File: src/design/rst_defines.vh
// Register map, field positions, codes and reset values of the relay setpoint timer.
`ifndef RST_DEFINES_VH
`define RST_DEFINES_VH
// ----------------------------------------------------------------------------
// Register byte addresses
// ----------------------------------------------------------------------------
`define RST_A_CTRL    6'h00
`define RST_A_SP1     6'h04
`define RST_A_SP2     6'h08
`define RST_A_BAND    6'h0c
`define RST_A_DUTY    6'h10
`define RST_A_ONDLY   6'h14
`define RST_A_OFFDLY  6'h18
`define RST_A_TIME    6'h20
`define RST_A_EVSEL   6'h24
`define RST_A_EVCFG   6'h28
`define RST_A_EVDUR   6'h2c
`define RST_A_STAT    6'h30
`define RST_A_ACCUM   6'h34
`define RST_A_CYCON   6'h38
`define RST_A_REMAIN  6'h3c
// ----------------------------------------------------------------------------
// Control fields and codes
// ----------------------------------------------------------------------------
`define RST_C_TIMER   0
`define RST_C_OUTRNG  1
`define RST_C_CLIMATE 4
`define RST_C_SEL_LO  2
`define RST_SEL_AUTO  2'h0
`define RST_SEL_HAND  2'h1
`define RST_SEL_OFF   2'h2
`define RST_CTRL_RST  32'h00000000
`define RST_PCT_FULL  8'h64
// ----------------------------------------------------------------------------
// Event repetition codes
// ----------------------------------------------------------------------------
`define RST_REP_NONE  3'h0
`define RST_REP_HOUR  3'h1
`define RST_REP_DAY   3'h2
`define RST_REP_W1    3'h3
`define RST_REP_W2    3'h4
`define RST_REP_W4    3'h5
// ----------------------------------------------------------------------------
// Time base
// ----------------------------------------------------------------------------
`define RST_CLK_HZ    50000000
`define RST_SEC_DAY   17'h1517f
`define RST_SEC_HOUR  17'h00e10
`define RST_NUM_EV    10
`endif

File: src/design/rst_relay_ctrl.v
// Relay control: dual-threshold and scheduled-event modes behind an Avalon-MM slave.
`timescale 1ns/10ps
`default_nettype none
`include "rst_defines.vh"

module rst_relay_ctrl #(
    parameter integer CLK_HZ = `RST_CLK_HZ,
    parameter integer PV_W   = 16
) (
    // Clock and reset
    input  wire             i_core_clk,
    input  wire             i_rst_n,
    // Avalon-MM slave
    input  wire [5:0]       i_avs_address,
    input  wire             i_avs_read,
    input  wire             i_avs_write,
    input  wire [31:0]      i_avs_writedata,
    input  wire [3:0]       i_avs_byteenable,
    output reg  [31:0]      o_avs_readdata,
    output wire             o_avs_waitrequest,
    // Process inputs
    input  wire [PV_W-1:0]  i_pv,
    input  wire             i_interlock,
    input  wire             i_force_on,
    // Outputs
    output reg              o_relay,
    output reg              o_skip_alarm
);

    // ------------------------------------------------------------------------
    // Helpers
    // ------------------------------------------------------------------------
    function [16:0] hms_sec;
        input [23:0] v;
        begin
            hms_sec = v[23:16] * 17'd3600 + v[15:8] * 17'd60 + {9'h000, v[7:0]};
        end
    endfunction

    function [31:0] merge;
        input [31:0] old;
        input [31:0] nw;
        input [3:0]  be;
        integer k;
        begin
            for (k = 0; k < 4; k = k + 1) begin
                merge[k*8 +: 8] = be[k] ? nw[k*8 +: 8] : old[k*8 +: 8];
            end
        end
    endfunction

    // ------------------------------------------------------------------------
    // Input synchronisers
    // ------------------------------------------------------------------------
    reg [PV_W-1:0] pv_m_r, pv_r;
    reg [1:0]      ilk_m_r, ilk_r;

    always @(posedge i_core_clk or negedge i_rst_n) begin
        if (!i_rst_n) begin
            pv_m_r  <= {PV_W{1'b0}};
            pv_r    <= {PV_W{1'b0}};
            ilk_m_r <= 2'h0;
            ilk_r   <= 2'h0;
        end else begin
            pv_m_r  <= i_pv;
            pv_r    <= pv_m_r;
            ilk_m_r <= {i_force_on, i_interlock};
            ilk_r   <= ilk_m_r;
        end
    end

    wire interlock = ilk_r[0];
    wire force_on  = ilk_r[1];

    // ------------------------------------------------------------------------
    // Register file and bus handshake
    // ------------------------------------------------------------------------
    reg [31:0] ctrl_r, sp1_r, sp2_r, band_r, duty_r, ondly_r, offdly_r;
    reg [3:0]  evsel_r;
    reg [29:0] evcfg_r [0:`RST_NUM_EV-1];
    reg [16:0] evdur_r [0:`RST_NUM_EV-1];
    reg        ack_r;

    wire req      = i_avs_read | i_avs_write;
    // A write lands only at the edge where waitrequest is seen low.
    wire wr_stb   = i_avs_write & ack_r;
    wire time_wr  = wr_stb & (i_avs_address == `RST_A_TIME);
    assign o_avs_waitrequest = req & ~ack_r;

    integer e;
    always @(posedge i_core_clk or negedge i_rst_n) begin
        if (!i_rst_n) begin
            ack_r    <= 1'b0;
            ctrl_r   <= `RST_CTRL_RST;
            sp1_r    <= 32'h0;
            sp2_r    <= 32'h0;
            band_r   <= 32'h0;
            duty_r   <= {8'h0, `RST_PCT_FULL, 16'h0};
            ondly_r  <= 32'h0;
            offdly_r <= 32'h0;
            evsel_r  <= 4'h0;
            for (e = 0; e < `RST_NUM_EV; e = e + 1) begin
                evcfg_r[e] <= 30'h0;
                evdur_r[e] <= 17'h0;
            end
        end else begin
            ack_r <= req & ~ack_r;
            if (wr_stb) begin
                case (i_avs_address)
                    `RST_A_CTRL:   ctrl_r   <= merge(ctrl_r, i_avs_writedata, i_avs_byteenable);
                    `RST_A_SP1:    sp1_r    <= merge(sp1_r, i_avs_writedata, i_avs_byteenable);
                    `RST_A_SP2:    sp2_r    <= merge(sp2_r, i_avs_writedata, i_avs_byteenable);
                    `RST_A_BAND:   band_r   <= merge(band_r, i_avs_writedata, i_avs_byteenable);
                    `RST_A_DUTY:   duty_r   <= merge(duty_r, i_avs_writedata, i_avs_byteenable);
                    `RST_A_ONDLY:  ondly_r  <= merge(ondly_r, i_avs_writedata, i_avs_byteenable);
                    `RST_A_OFFDLY: offdly_r <= merge(offdly_r, i_avs_writedata, i_avs_byteenable);
                    `RST_A_EVSEL:  evsel_r  <= (i_avs_writedata[3:0] < `RST_NUM_EV) ? i_avs_writedata[3:0] : 4'h0;
                    `RST_A_EVCFG:  evcfg_r[evsel_r] <= i_avs_writedata[29:0];
                    `RST_A_EVDUR:  evdur_r[evsel_r] <= i_avs_writedata[16:0];
                    default: ;
                endcase
            end
        end
    end

    // ------------------------------------------------------------------------
    // One-second tick and calendar
    // ------------------------------------------------------------------------
    reg [25:0] div_r;
    reg        tick_r;
    reg [16:0] sod_r;
    reg [2:0]  dow_r;
    reg [1:0]  week_r;

    always @(posedge i_core_clk or negedge i_rst_n) begin
        if (!i_rst_n) begin
            div_r  <= 26'h0;
            tick_r <= 1'b0;
            sod_r  <= 17'h0;
            dow_r  <= 3'h0;
            week_r <= 2'h0;
        end else begin
            tick_r <= (div_r == CLK_HZ[25:0] - 26'h1);
            div_r  <= (div_r == CLK_HZ[25:0] - 26'h1) ? 26'h0 : div_r + 26'h1;
            if (time_wr) begin
                sod_r  <= i_avs_writedata[16:0];
                dow_r  <= i_avs_writedata[26:24];
                week_r <= i_avs_writedata[29:28];
            end else if (tick_r) begin
                sod_r <= (sod_r == `RST_SEC_DAY) ? 17'h0 : sod_r + 17'h1;
                if (sod_r == `RST_SEC_DAY) begin
                    dow_r <= (dow_r == 3'h6) ? 3'h0 : dow_r + 3'h1;
                    if (dow_r == 3'h6)
                        week_r <= week_r + 2'h1;
                end
            end
        end
    end

    // ------------------------------------------------------------------------
    // Dual-threshold demand
    // ------------------------------------------------------------------------
    wire [17:0] sp_lo   = (sp1_r[15:0] < sp2_r[15:0]) ? {2'h0, sp1_r[15:0]} : {2'h0, sp2_r[15:0]};
    wire [17:0] sp_hi   = (sp1_r[15:0] < sp2_r[15:0]) ? {2'h0, sp2_r[15:0]} : {2'h0, sp1_r[15:0]};
    wire [17:0] band    = {2'h0, band_r[15:0]};
    wire [17:0] pv      = {{(18-PV_W){1'b0}}, pv_r};
    wire        out_rng = ctrl_r[`RST_C_OUTRNG];
    reg         demand_r;
    reg         dem_nxt;

    always @* begin
        dem_nxt = demand_r;
        if (!out_rng) begin
            if (!demand_r)
                dem_nxt = (pv >= sp_lo) && (pv <= sp_hi);
            else
                dem_nxt = (pv + band >= sp_lo) && (pv <= sp_hi + band);
        end else begin
            if (!demand_r)
                dem_nxt = (pv <= sp_lo) || (pv >= sp_hi);
            else
                dem_nxt = (pv < sp_lo + band) || (pv + band > sp_hi);
        end
    end

    // ------------------------------------------------------------------------
    // Delays and duty cycle
    // ------------------------------------------------------------------------
    wire [16:0] on_dly  = hms_sec(ondly_r[23:0]);
    wire [16:0] off_dly = hms_sec(offdly_r[23:0]);
    wire [12:0] period  = duty_r[15:8] * 13'd60 + {5'h00, duty_r[7:0]};
    wire [7:0]  pct     = duty_r[23:16];
    reg         dual_on_r;
    reg [16:0]  dly_r;
    reg [12:0]  cyc_r;
    wire        dly_done = (dual_on_r ? (dly_r >= off_dly) : (dly_r >= on_dly));
    wire        duty_ok  = (period == 13'h0) || (pct >= `RST_PCT_FULL) ||
                           ({7'h00, cyc_r} * 20'd100 < {7'h00, period} * {12'h000, pct});

    always @(posedge i_core_clk or negedge i_rst_n) begin
        if (!i_rst_n) begin
            demand_r  <= 1'b0;
            dual_on_r <= 1'b0;
            dly_r     <= 17'h0;
            cyc_r     <= 13'h0;
        end else begin
            demand_r <= dem_nxt;
            if (demand_r == dual_on_r) begin
                dly_r <= 17'h0;
            end else if (dly_done) begin
                dual_on_r <= demand_r;
                dly_r     <= 17'h0;
            end else if (tick_r) begin
                dly_r <= dly_r + 17'h1;
            end
            if (period == 13'h0 || !dual_on_r)
                cyc_r <= 13'h0;
            else if (tick_r)
                cyc_r <= (cyc_r >= period - 13'h1) ? 13'h0 : cyc_r + 13'h1;
        end
    end

    // ------------------------------------------------------------------------
    // Scheduled events
    // ------------------------------------------------------------------------
    function ev_hit;
        input [29:0] c;
        input [16:0] sod;
        input [2:0]  dow;
        input [1:0]  wk;
        begin
            case (c[22:20])
                `RST_REP_HOUR: ev_hit = (sod % `RST_SEC_HOUR) == (c[16:0] % `RST_SEC_HOUR);
                `RST_REP_DAY:  ev_hit = sod == c[16:0];
                `RST_REP_W1:   ev_hit = (sod == c[16:0]) && (dow == c[26:24]);
                `RST_REP_W2:   ev_hit = (sod == c[16:0]) && (dow == c[26:24]) && (wk[0] == c[28]);
                `RST_REP_W4:   ev_hit = (sod == c[16:0]) && (dow == c[26:24]) && (wk == c[29:28]);
                default:       ev_hit = 1'b0;
            endcase
        end
    endfunction

    reg [`RST_NUM_EV-1:0] hit;
    reg [16:0]            hit_dur;
    integer h;
    always @* begin
        hit     = {`RST_NUM_EV{1'b0}};
        hit_dur = 17'h0;
        for (h = `RST_NUM_EV - 1; h >= 0; h = h - 1) begin
            hit[h] = ev_hit(evcfg_r[h], sod_r, dow_r, week_r) && (evdur_r[h] != 17'h0);
            if (hit[h])
                hit_dur = evdur_r[h];
        end
    end

    wire       timer_mode = ctrl_r[`RST_C_TIMER] & ~ctrl_r[`RST_C_CLIMATE];
    wire [1:0] hand_off_auto_select = ctrl_r[`RST_C_SEL_LO +: 2];
    wire       ev_start   = tick_r & timer_mode & (|hit);
    reg [16:0] remain_r;
    reg        seen_r;
    wire       ev_act = (remain_r != 17'h0);
    wire       ev_end = tick_r & (remain_r == 17'h1);

    // ------------------------------------------------------------------------
    // Relay arbitration
    // ------------------------------------------------------------------------
    reg relay_nxt;
    always @* begin
        case (hand_off_auto_select)
            `RST_SEL_HAND: relay_nxt = 1'b1;
            `RST_SEL_OFF:  relay_nxt = 1'b0;
            default: begin
                if (interlock)
                    relay_nxt = 1'b0;
                else if (force_on)
                    relay_nxt = 1'b1;
                else if (timer_mode)
                    relay_nxt = ev_act;
                else
                    relay_nxt = dual_on_r & duty_ok;
            end
        endcase
    end

    wire skip_set = (ev_start & ev_act) | (ev_end & ~seen_r & ~o_relay);
    wire relay_up = relay_nxt & ~o_relay;

    // ------------------------------------------------------------------------
    // Event timer, alarm and on-time accounting
    // ------------------------------------------------------------------------
    reg [31:0] accum_r;
    reg [31:0] cycon_r;

    always @(posedge i_core_clk or negedge i_rst_n) begin
        if (!i_rst_n) begin
            remain_r     <= 17'h0;
            seen_r       <= 1'b0;
            o_relay      <= 1'b0;
            o_skip_alarm <= 1'b0;
            accum_r      <= 32'h0;
            cycon_r      <= 32'h0;
        end else begin
            o_relay <= relay_nxt;
            if (!timer_mode) begin
                remain_r <= 17'h0;
            end else if (ev_start && !ev_act) begin
                remain_r <= hit_dur;
                seen_r   <= 1'b0;
            end else if (tick_r && ev_act) begin
                remain_r <= remain_r - 17'h1;
            end
            if (ev_act && o_relay)
                seen_r <= 1'b1;
            if (skip_set)
                o_skip_alarm <= 1'b1;
            else if (relay_up)
                o_skip_alarm <= 1'b0;
            if (relay_up)
                cycon_r <= 32'h0;
            else if (tick_r && o_relay)
                cycon_r <= cycon_r + 32'h1;
            if (tick_r && o_relay)
                accum_r <= accum_r + 32'h1;
        end
    end

    // ------------------------------------------------------------------------
    // Read data
    // ------------------------------------------------------------------------
    wire [16:0] cyc_left = timer_mode ? remain_r :
                           (period == 13'h0) ? 17'h0 : {4'h0, period - cyc_r};

    always @(posedge i_core_clk or negedge i_rst_n) begin
        if (!i_rst_n) begin
            o_avs_readdata <= 32'h0;
        end else if (i_avs_read && !ack_r) begin
            case (i_avs_address)
                `RST_A_CTRL:   o_avs_readdata <= ctrl_r;
                `RST_A_SP1:    o_avs_readdata <= sp1_r;
                `RST_A_SP2:    o_avs_readdata <= sp2_r;
                `RST_A_BAND:   o_avs_readdata <= band_r;
                `RST_A_DUTY:   o_avs_readdata <= duty_r;
                `RST_A_ONDLY:  o_avs_readdata <= ondly_r;
                `RST_A_OFFDLY: o_avs_readdata <= offdly_r;
                `RST_A_TIME:   o_avs_readdata <= {2'h0, week_r, 1'b0, dow_r, 7'h00, sod_r};
                `RST_A_EVSEL:  o_avs_readdata <= {28'h0, evsel_r};
                `RST_A_EVCFG:  o_avs_readdata <= {2'h0, evcfg_r[evsel_r]};
                `RST_A_EVDUR:  o_avs_readdata <= {15'h0, evdur_r[evsel_r]};
                `RST_A_STAT:   o_avs_readdata <= {25'h0, timer_mode, ev_act, dual_on_r,
                                                  demand_r, interlock, o_skip_alarm, o_relay};
                `RST_A_ACCUM:  o_avs_readdata <= accum_r;
                `RST_A_CYCON:  o_avs_readdata <= cycon_r;
                `RST_A_REMAIN: o_avs_readdata <= {15'h0, cyc_left};
                default:       o_avs_readdata <= 32'h0;
            endcase
        end
    end

endmodule // rst_relay_ctrl
`default_nettype wire

File: config.mk
export PLATFORM = sky130hd
export DESIGN_NAME = rst_relay_ctrl
export DESIGN_NICKNAME = d
export VERILOG_FILES = /design/src/design/rst_relay_ctrl.v
export VERILOG_INCLUDE_DIRS = /design/src /design/src/design
export SDC_FILE = /design/constraint.sdc
export NUM_CORES = 2
export LEC_CHECK = 0
export ABC_AREA = 1
export BUFFER_PORTS_ARGS = -buffer_cell sky130_fd_sc_hd__buf_2
export CORE_MARGIN = 2
export CORE_UTILIZATION = 30
export DETAILED_ROUTE_END_ITERATION = 6
export PLACE_DENSITY = 0.41
export RECOVER_POWER = 100
export SYNTH_ARGS = -nofsm -noshare
export SYNTH_HDL_FRONTEND = slang
export SYNTH_SLANG_ARGS = --single-unit
File: constraint.sdc
create_clock -name i_core_clk -period 13.71 [get_ports i_core_clk]
set_input_delay 0.6855 -clock i_core_clk [delete_from_list [all_inputs] [get_ports i_core_clk]]
set_output_delay 0.6855 -clock i_core_clk [all_outputs]
set_load 0.05 [all_outputs]
* After elaboration in Yosys (flattened, before gate mapping)
Cells that the tools add are included.
** Cells by class
- Multipliers :: 7
- Bitwise operators :: 20
- Add/subtract/negate cells :: 19
- Eq/ne operators :: 122
- Div/mod/pow operators :: 11
- Reduce and logical (&&, ||, !) cells :: 114
- Order comparisons :: 17
- Muxes and demuxes :: 74
** Operators by type and width (count)
- $pmux 32 s15 :: 1
- $mux 17 :: 23
- $eq 17x17->1 :: 20
- $bwmux 300 :: 1
- $mod 17x12->17 const B :: 11
- $reduce_bool 17->1 :: 11
- $bwmux 170 :: 1
- $bmux 30 s4 :: 1
- $demux 30 s4 :: 1
- $mux 30 :: 3
- $reduce_and 3->1 :: 29
- $bmux 17 s4 :: 1
- $demux 17 s4 :: 1
- $add 32x1->32 const B :: 2
- $mux 32 :: 2
- $eq 3x3->1 const B :: 21
- $eq 3x2->1 const B :: 20
- $mux 13 :: 4
- $add 16x16->17 :: 3
- $pmux 1 s5 :: 10
- $eq 6x6->1 const B :: 8
- $logic_and 1x1->1 :: 48
- $add 17x1->17 const B :: 2
- $add 17x14->17 :: 2
- 60 further kinds :: 158
** Word-level totals
- Output and inout port bits :: 35
- Bits in registers :: 932

* Depth between registers and ports, before layout
- Depth after elaboration :: 17
- Gate-level depth with buffers :: 64
- Depth with buffers taken out :: 62

* Worst setup path before layout
OpenSTA, ideal clock, no wires.
- Path type :: register to register
- Start :: register duty_r[8]
- End :: register cycon_r[13]
- Stages on the path, launching flop included :: 45
- Data required time :: 13.616 ns
- Path buffers :: 1
- Path slack :: 4.744 ns
- Arrival time :: 8.872 ns
- Cell sequence :: dfrtp_1 fa_1 inv_1 fa_1 fa_1 inv_1 ha_1 or3_1 nand2_1 clkinv_1 nand2_1 fa_1 fa_1 inv_1 fa_1 fa_1 ha_1 a21oi_1 (+9 left out) a21o_1 a21oi_1 xor2_1 ha_1 nand2_1 inv_1 nand4_1 o211ai_1 nand3_1 o21ai_0 a21oi_1 nor2_1 nor2_1 mux2_2 nand2_1 clkinv_1 clkbuf_1 a211oi_1
** On the way
- Cells in the longest elaborated chain, start to end :: 12
** Ends and longest elaborated chain
- start: declaration :: line rst_relay_ctrl.v:78 : reg [31:0] ctrl_r, sp1_r, sp2_r, band_r, duty_r, ondly_r, offdly_r;
- start signal: assignment :: line rst_relay_ctrl.v:98 : duty_r <= {8'h0, `RST_PCT_FULL, 16'h0};
- start signal: assignment :: line rst_relay_ctrl.v:114 : `RST_A_DUTY: duty_r <= merge(duty_r, i_avs_writedata, i_avs_byteenable);
- $mul 8x4->11 (*) :: line rst_relay_ctrl.v:191 : wire [12:0] period = duty_r[15:8] * 13'd60 + {5'h00, duty_r[7:0]};
- $add 13x8->13 (*) :: line rst_relay_ctrl.v:191
- $mul 13x8->20 or $logic_not 13->1 (tied branches) :: line rst_relay_ctrl.v:198, rst_relay_ctrl.v:197
- $lt 20x20->1 or $logic_or 1x1->1 (tied branches) :: line rst_relay_ctrl.v:198, rst_relay_ctrl.v:197
- $logic_or 1x1->1 (*) :: line rst_relay_ctrl.v:197 : wire duty_ok = (period == 13'h0) || (pct >= `RST_PCT_FULL) ||
- $and 1x1->1 (*) :: line rst_relay_ctrl.v:280 : relay_nxt = dual_on_r & duty_ok;
- $mux 1 (*) :: line rst_relay_ctrl.v:277 : else if (timer_mode)
- $mux 1 (*) :: line rst_relay_ctrl.v:275 : else if (force_on)
- $mux 1 (*) :: line rst_relay_ctrl.v:273 : if (interlock)
- $pmux 1 s2 (*) :: line rst_relay_ctrl.v:269 : case (hand_off_auto_select)
- net relay_nxt :: line rst_relay_ctrl.v:267 : reg relay_nxt;
- $and 1x1->1 (*) :: line rst_relay_ctrl.v:286 : wire relay_up = relay_nxt & ~o_relay;
- $mux 32 or $reduce_bool 2->1 (tied branches)
- end signal: assignment :: line rst_relay_ctrl.v:321 : cycon_r <= cycon_r + 32'h1;
- end: declaration :: line rst_relay_ctrl.v:292 : reg [31:0] cycon_r;
The timed path passes the listed nets; every way through them passes the cells marked *.
A chain may end at the register's enable or synchronous reset.

* Worst setup path after layout
- Start :: register sod_r[10], in the netlist ev_hit.sod[10]
- End :: register remain_r[6]
** On the way
- Cells in the longest elaborated chain, start to end :: 17
** Ends and longest elaborated chain
- start: declaration :: line rst_relay_ctrl.v:131 : reg [16:0] sod_r;
- start signal: assignment :: line rst_relay_ctrl.v:146 : sod_r <= i_avs_writedata[16:0];
- start signal: assignment :: line rst_relay_ctrl.v:150 : sod_r <= (sod_r == `RST_SEC_DAY) ? 17'h0 : sod_r + 17'h1;
- branches (longest 17 deep; another with $mod 17x12->17)
- end signal: assignment :: line rst_relay_ctrl.v:307 : remain_r <= hit_dur;
- end signal: assignment :: line rst_relay_ctrl.v:310 : remain_r <= remain_r - 17'h1;
- end: declaration :: line rst_relay_ctrl.v:259 : reg [16:0] remain_r;
Several ways; the timed one is not identified.

==> impl_metrics.tcl <==
set metrics [dict create \
    status "finished, violations left" \
    violations "DRC, capacitance limit, slew limit" \
    hold_buffers 19 \
    setup_viol 0 \
    worst_hold_startpoint "i_avs_read" \
    synth-main-ff-cell "dfrtp_1" \
    seq_area_frac_synth_pct 29.9 \
    ys_ff_latch 932 \
    clkLatencyLatePin_ns 0.80 \
    worst_path_max_delay_cell "clkinvlp_2" \
    p_per_area_nw_per_um2 126 \
    critPathMostFrequentCell "nand2_1" \
    critPathLaunchType "flip-flop" \
    initial_core_util_pct 30.1 \
    timing.setup.critical_path_class "reg2reg" \
    cts_buffer_depth 3 \
    yosysTopAreaCell "dfrtp_1" \
    areaGrowthSynthToFinish_pct 10.2 \
    worst_clock_skew_ns 0.0520 \
    ios 99 \
    grt_max_degree 143 \
    fillers 28100 \
    synth_edf_count 0 \
    slew_violations 1801 \
    place.gp.congestion 0.919 \
    antenna_found_initial 24 \
    routed_wl_um 339000 \
    yosysWarningCount 0 \
    largest_reg_flops 270 \
    max_cap_violations 36 \
    avgSynthCellArea_um2 7.11 \
    syn_inst 11000 \
    port_buffers 98 \
    slew_headroom_pct -337 \
    worstPathRequired_ns 14.39 \
    die_w_um 514 \
    drive_gt1_share_pct 7.07 \
    r2r_setup_slack_ns 1.60 \
    synth_area_leaders "dfrtp_1 (30%), nand2_1 (14%), ha_1 (7.5%)" \
    drt-wirelength-per-cell_um 23.4 \
    rsz0062_at_grt "false" \
    arrival_ns 12.79 \
    yosysMostFrequentCell "nand2_1" \
    peakVddDrop_v 0.000445 \
    syn_area_um2 78100 \
    reg.largest.list "evcfg_r: 270 flops, evdur_r: 170 flops" \
    async_flop_share_pct 100 \
    tightest_slew_ns 6.56 \
    yosysUniqueCellTypes 92 \
    place_hpwl_um 257000 \
    drt_first_pass_iters 7 \
    grt_pass1_vias 72200 \
    crit_fanout 35 \
    finalHoldViolCount 0 \
    cts.repair.resized 0 \
    place_area_um2 82300 \
    track_usage_pct 25.2 \
    crit_start "ev_hit.sod[10]" \
    pre_cts_ws_ns 2.55 \
    ant_nets 0 \
    vias 75100 \
    die_y_um 514 \
    hold_class "in2reg" \
    clockRootBuffer "clkbuf_16" \
    max_stage_delay_ns 1.02 \
    core.rowCount 187 \
    synth_commonest_cells "nand2_1 (2,808), inv_1 (1,393), o21ai_0 (1,143), dfrtp_1 (929), nor2_1 (692)" \
    drc 9 \
    tns_ns 0 \
    cts_num_sinks 932 \
    fin_crit_sh_pct 88.4 \
    htree_levels 3 \
    syn_nets 11700 \
    final_area_um2 86100 \
    period_needed_ns 12.11 \
    post-cts-setup-buffers 0 \
    die_area_um2 264000 \
    p_leak_nw 41.5 \
    grt_overflow 0 \
    cts_tree "yes" \
    via_per_inst 5.20 \
    r2r-start "ev_hit.sod[10]" \
    core_um2 259000 \
    path_clk_slew_ns 0.06 \
    cp-end-kind "flip-flop" \
    fmax_ghz 0.0825 \
    cts_buffers 116 \
    synth_top_area_share_pct 29.8 \
    largest-register "evcfg_r" \
    worst_slack_ns 1.60 \
    grt_pass1_wl_um 499000 \
    drt_iter0_drc 6636 \
    final_net_count 11600 \
]
## report_power, final
part / leakage (nW) / internal (mW) / switching [mW]
logic: 26.8 / 1.24 / 3.47
clock network: 1.96 / 1.87 / 1.38
registers: 12.8 / 2.80 / 0.0973
total: 41.5 / 5.91 / 4.95
## kinds of logic (layout without fill, tap and decap cells)
group | Yosys count | count (layout) | synth area share [%]
simple gates | 4839 | 4839 | 27.4
compound gates | 2192 | 2192 | 16.3
buf+inv | 1876 | 1931 | 9.23
flops | 932 | 932 | 29.9
fa+ha+maj | 605 | 605 | 11.0
xor+xnor | 538 | 538 | 6.09
mux | 2 | 2 | 0.0272
other cells | 0 | 11 | 0
## final cells by class
class	instances	area [um^2]	area share, %
Multi-Input combinational cell	8176	47500	55.2
Sequential cell	932	23300	27.1
Inverter	1470	5520	6.42
Tap cell	3402	4260	4.95
Clock buffer	166	3430	3.99
Timing Repair Buffer	245	1440	1.67
Clock inverter	50	515	0.599
Antenna cell	11	27.5	0.0320
## routing by layer
| metal | up-vias | part of all wire, % | track usage, % |
|---|---|---|---|
| met5 | - | 0.017 | 0 |
| met4 | 8 | 4.2 | 9.57 |
| met3 | 534 | 5.8 | 3.19 |
| met2 | 2268 | 46 | 41.2 |
| met1 | 36300 | 44 | 33.8 |
| li1 | 36100 | - | - |
## metrics by stage
stage / utilization, % / hold WS (ns) / power, mW / std cells
6_report: 33.2 / 0.176 / 10.9 / 14500
5_1_grt: 33.2 / 0.206 / 11.5 / 14400
4_1_cts: 33.3 / 0.113 / 11.1 / 14400
3_5_place_dp: 31.7 / 0.335 / 7.76 / 14200
3_3_place_gp: 31.7 / 0.334 / 7.73 / 14200
2_1_floorplan: - / 0.331 / 5.79 / 11000
## worst max-delay path, delay by kind of cell, from the launching register on
kind,cells,cell delay [ns]
xor+xnor,1,0.31
simple gates,40,8.51
buf+inv,6,2.29
flops,1,0.32
compound gates,3,0.46
## worst paths after layout
check / cells after the start / to
setup / recovery: 50 / remain_r[6]
hold / removal: 3 / ack_r
setup reg to reg: 50 / remain_r[6]
hold reg to reg: 0 / pv_r[2]
max in group asynchronous: 4 / evcfg_r[184]
min in group asynchronous: 2 / pv_m_r[0]
## placed cells by master (no fill, tap or decap), types with 62 or more instances in the layout
master,instances
buf_4,80
nor2_1,683
nand2_1,2802
fa_1,139
clkbuf_1,98
o22ai_1,173
xor2_1,356
a221oi_1,85
nor3_1,99
inv_1,1384
dfrtp_1,927
buf_2,62
a22oi_1,85
xnor2_1,177
clkbuf_16,117
nand3_1,592
nand4_1,183
ha_1,466
o21ai_0,1144
a21oi_1,312
nand2_2,142
(Power assumes the default switching activity.)
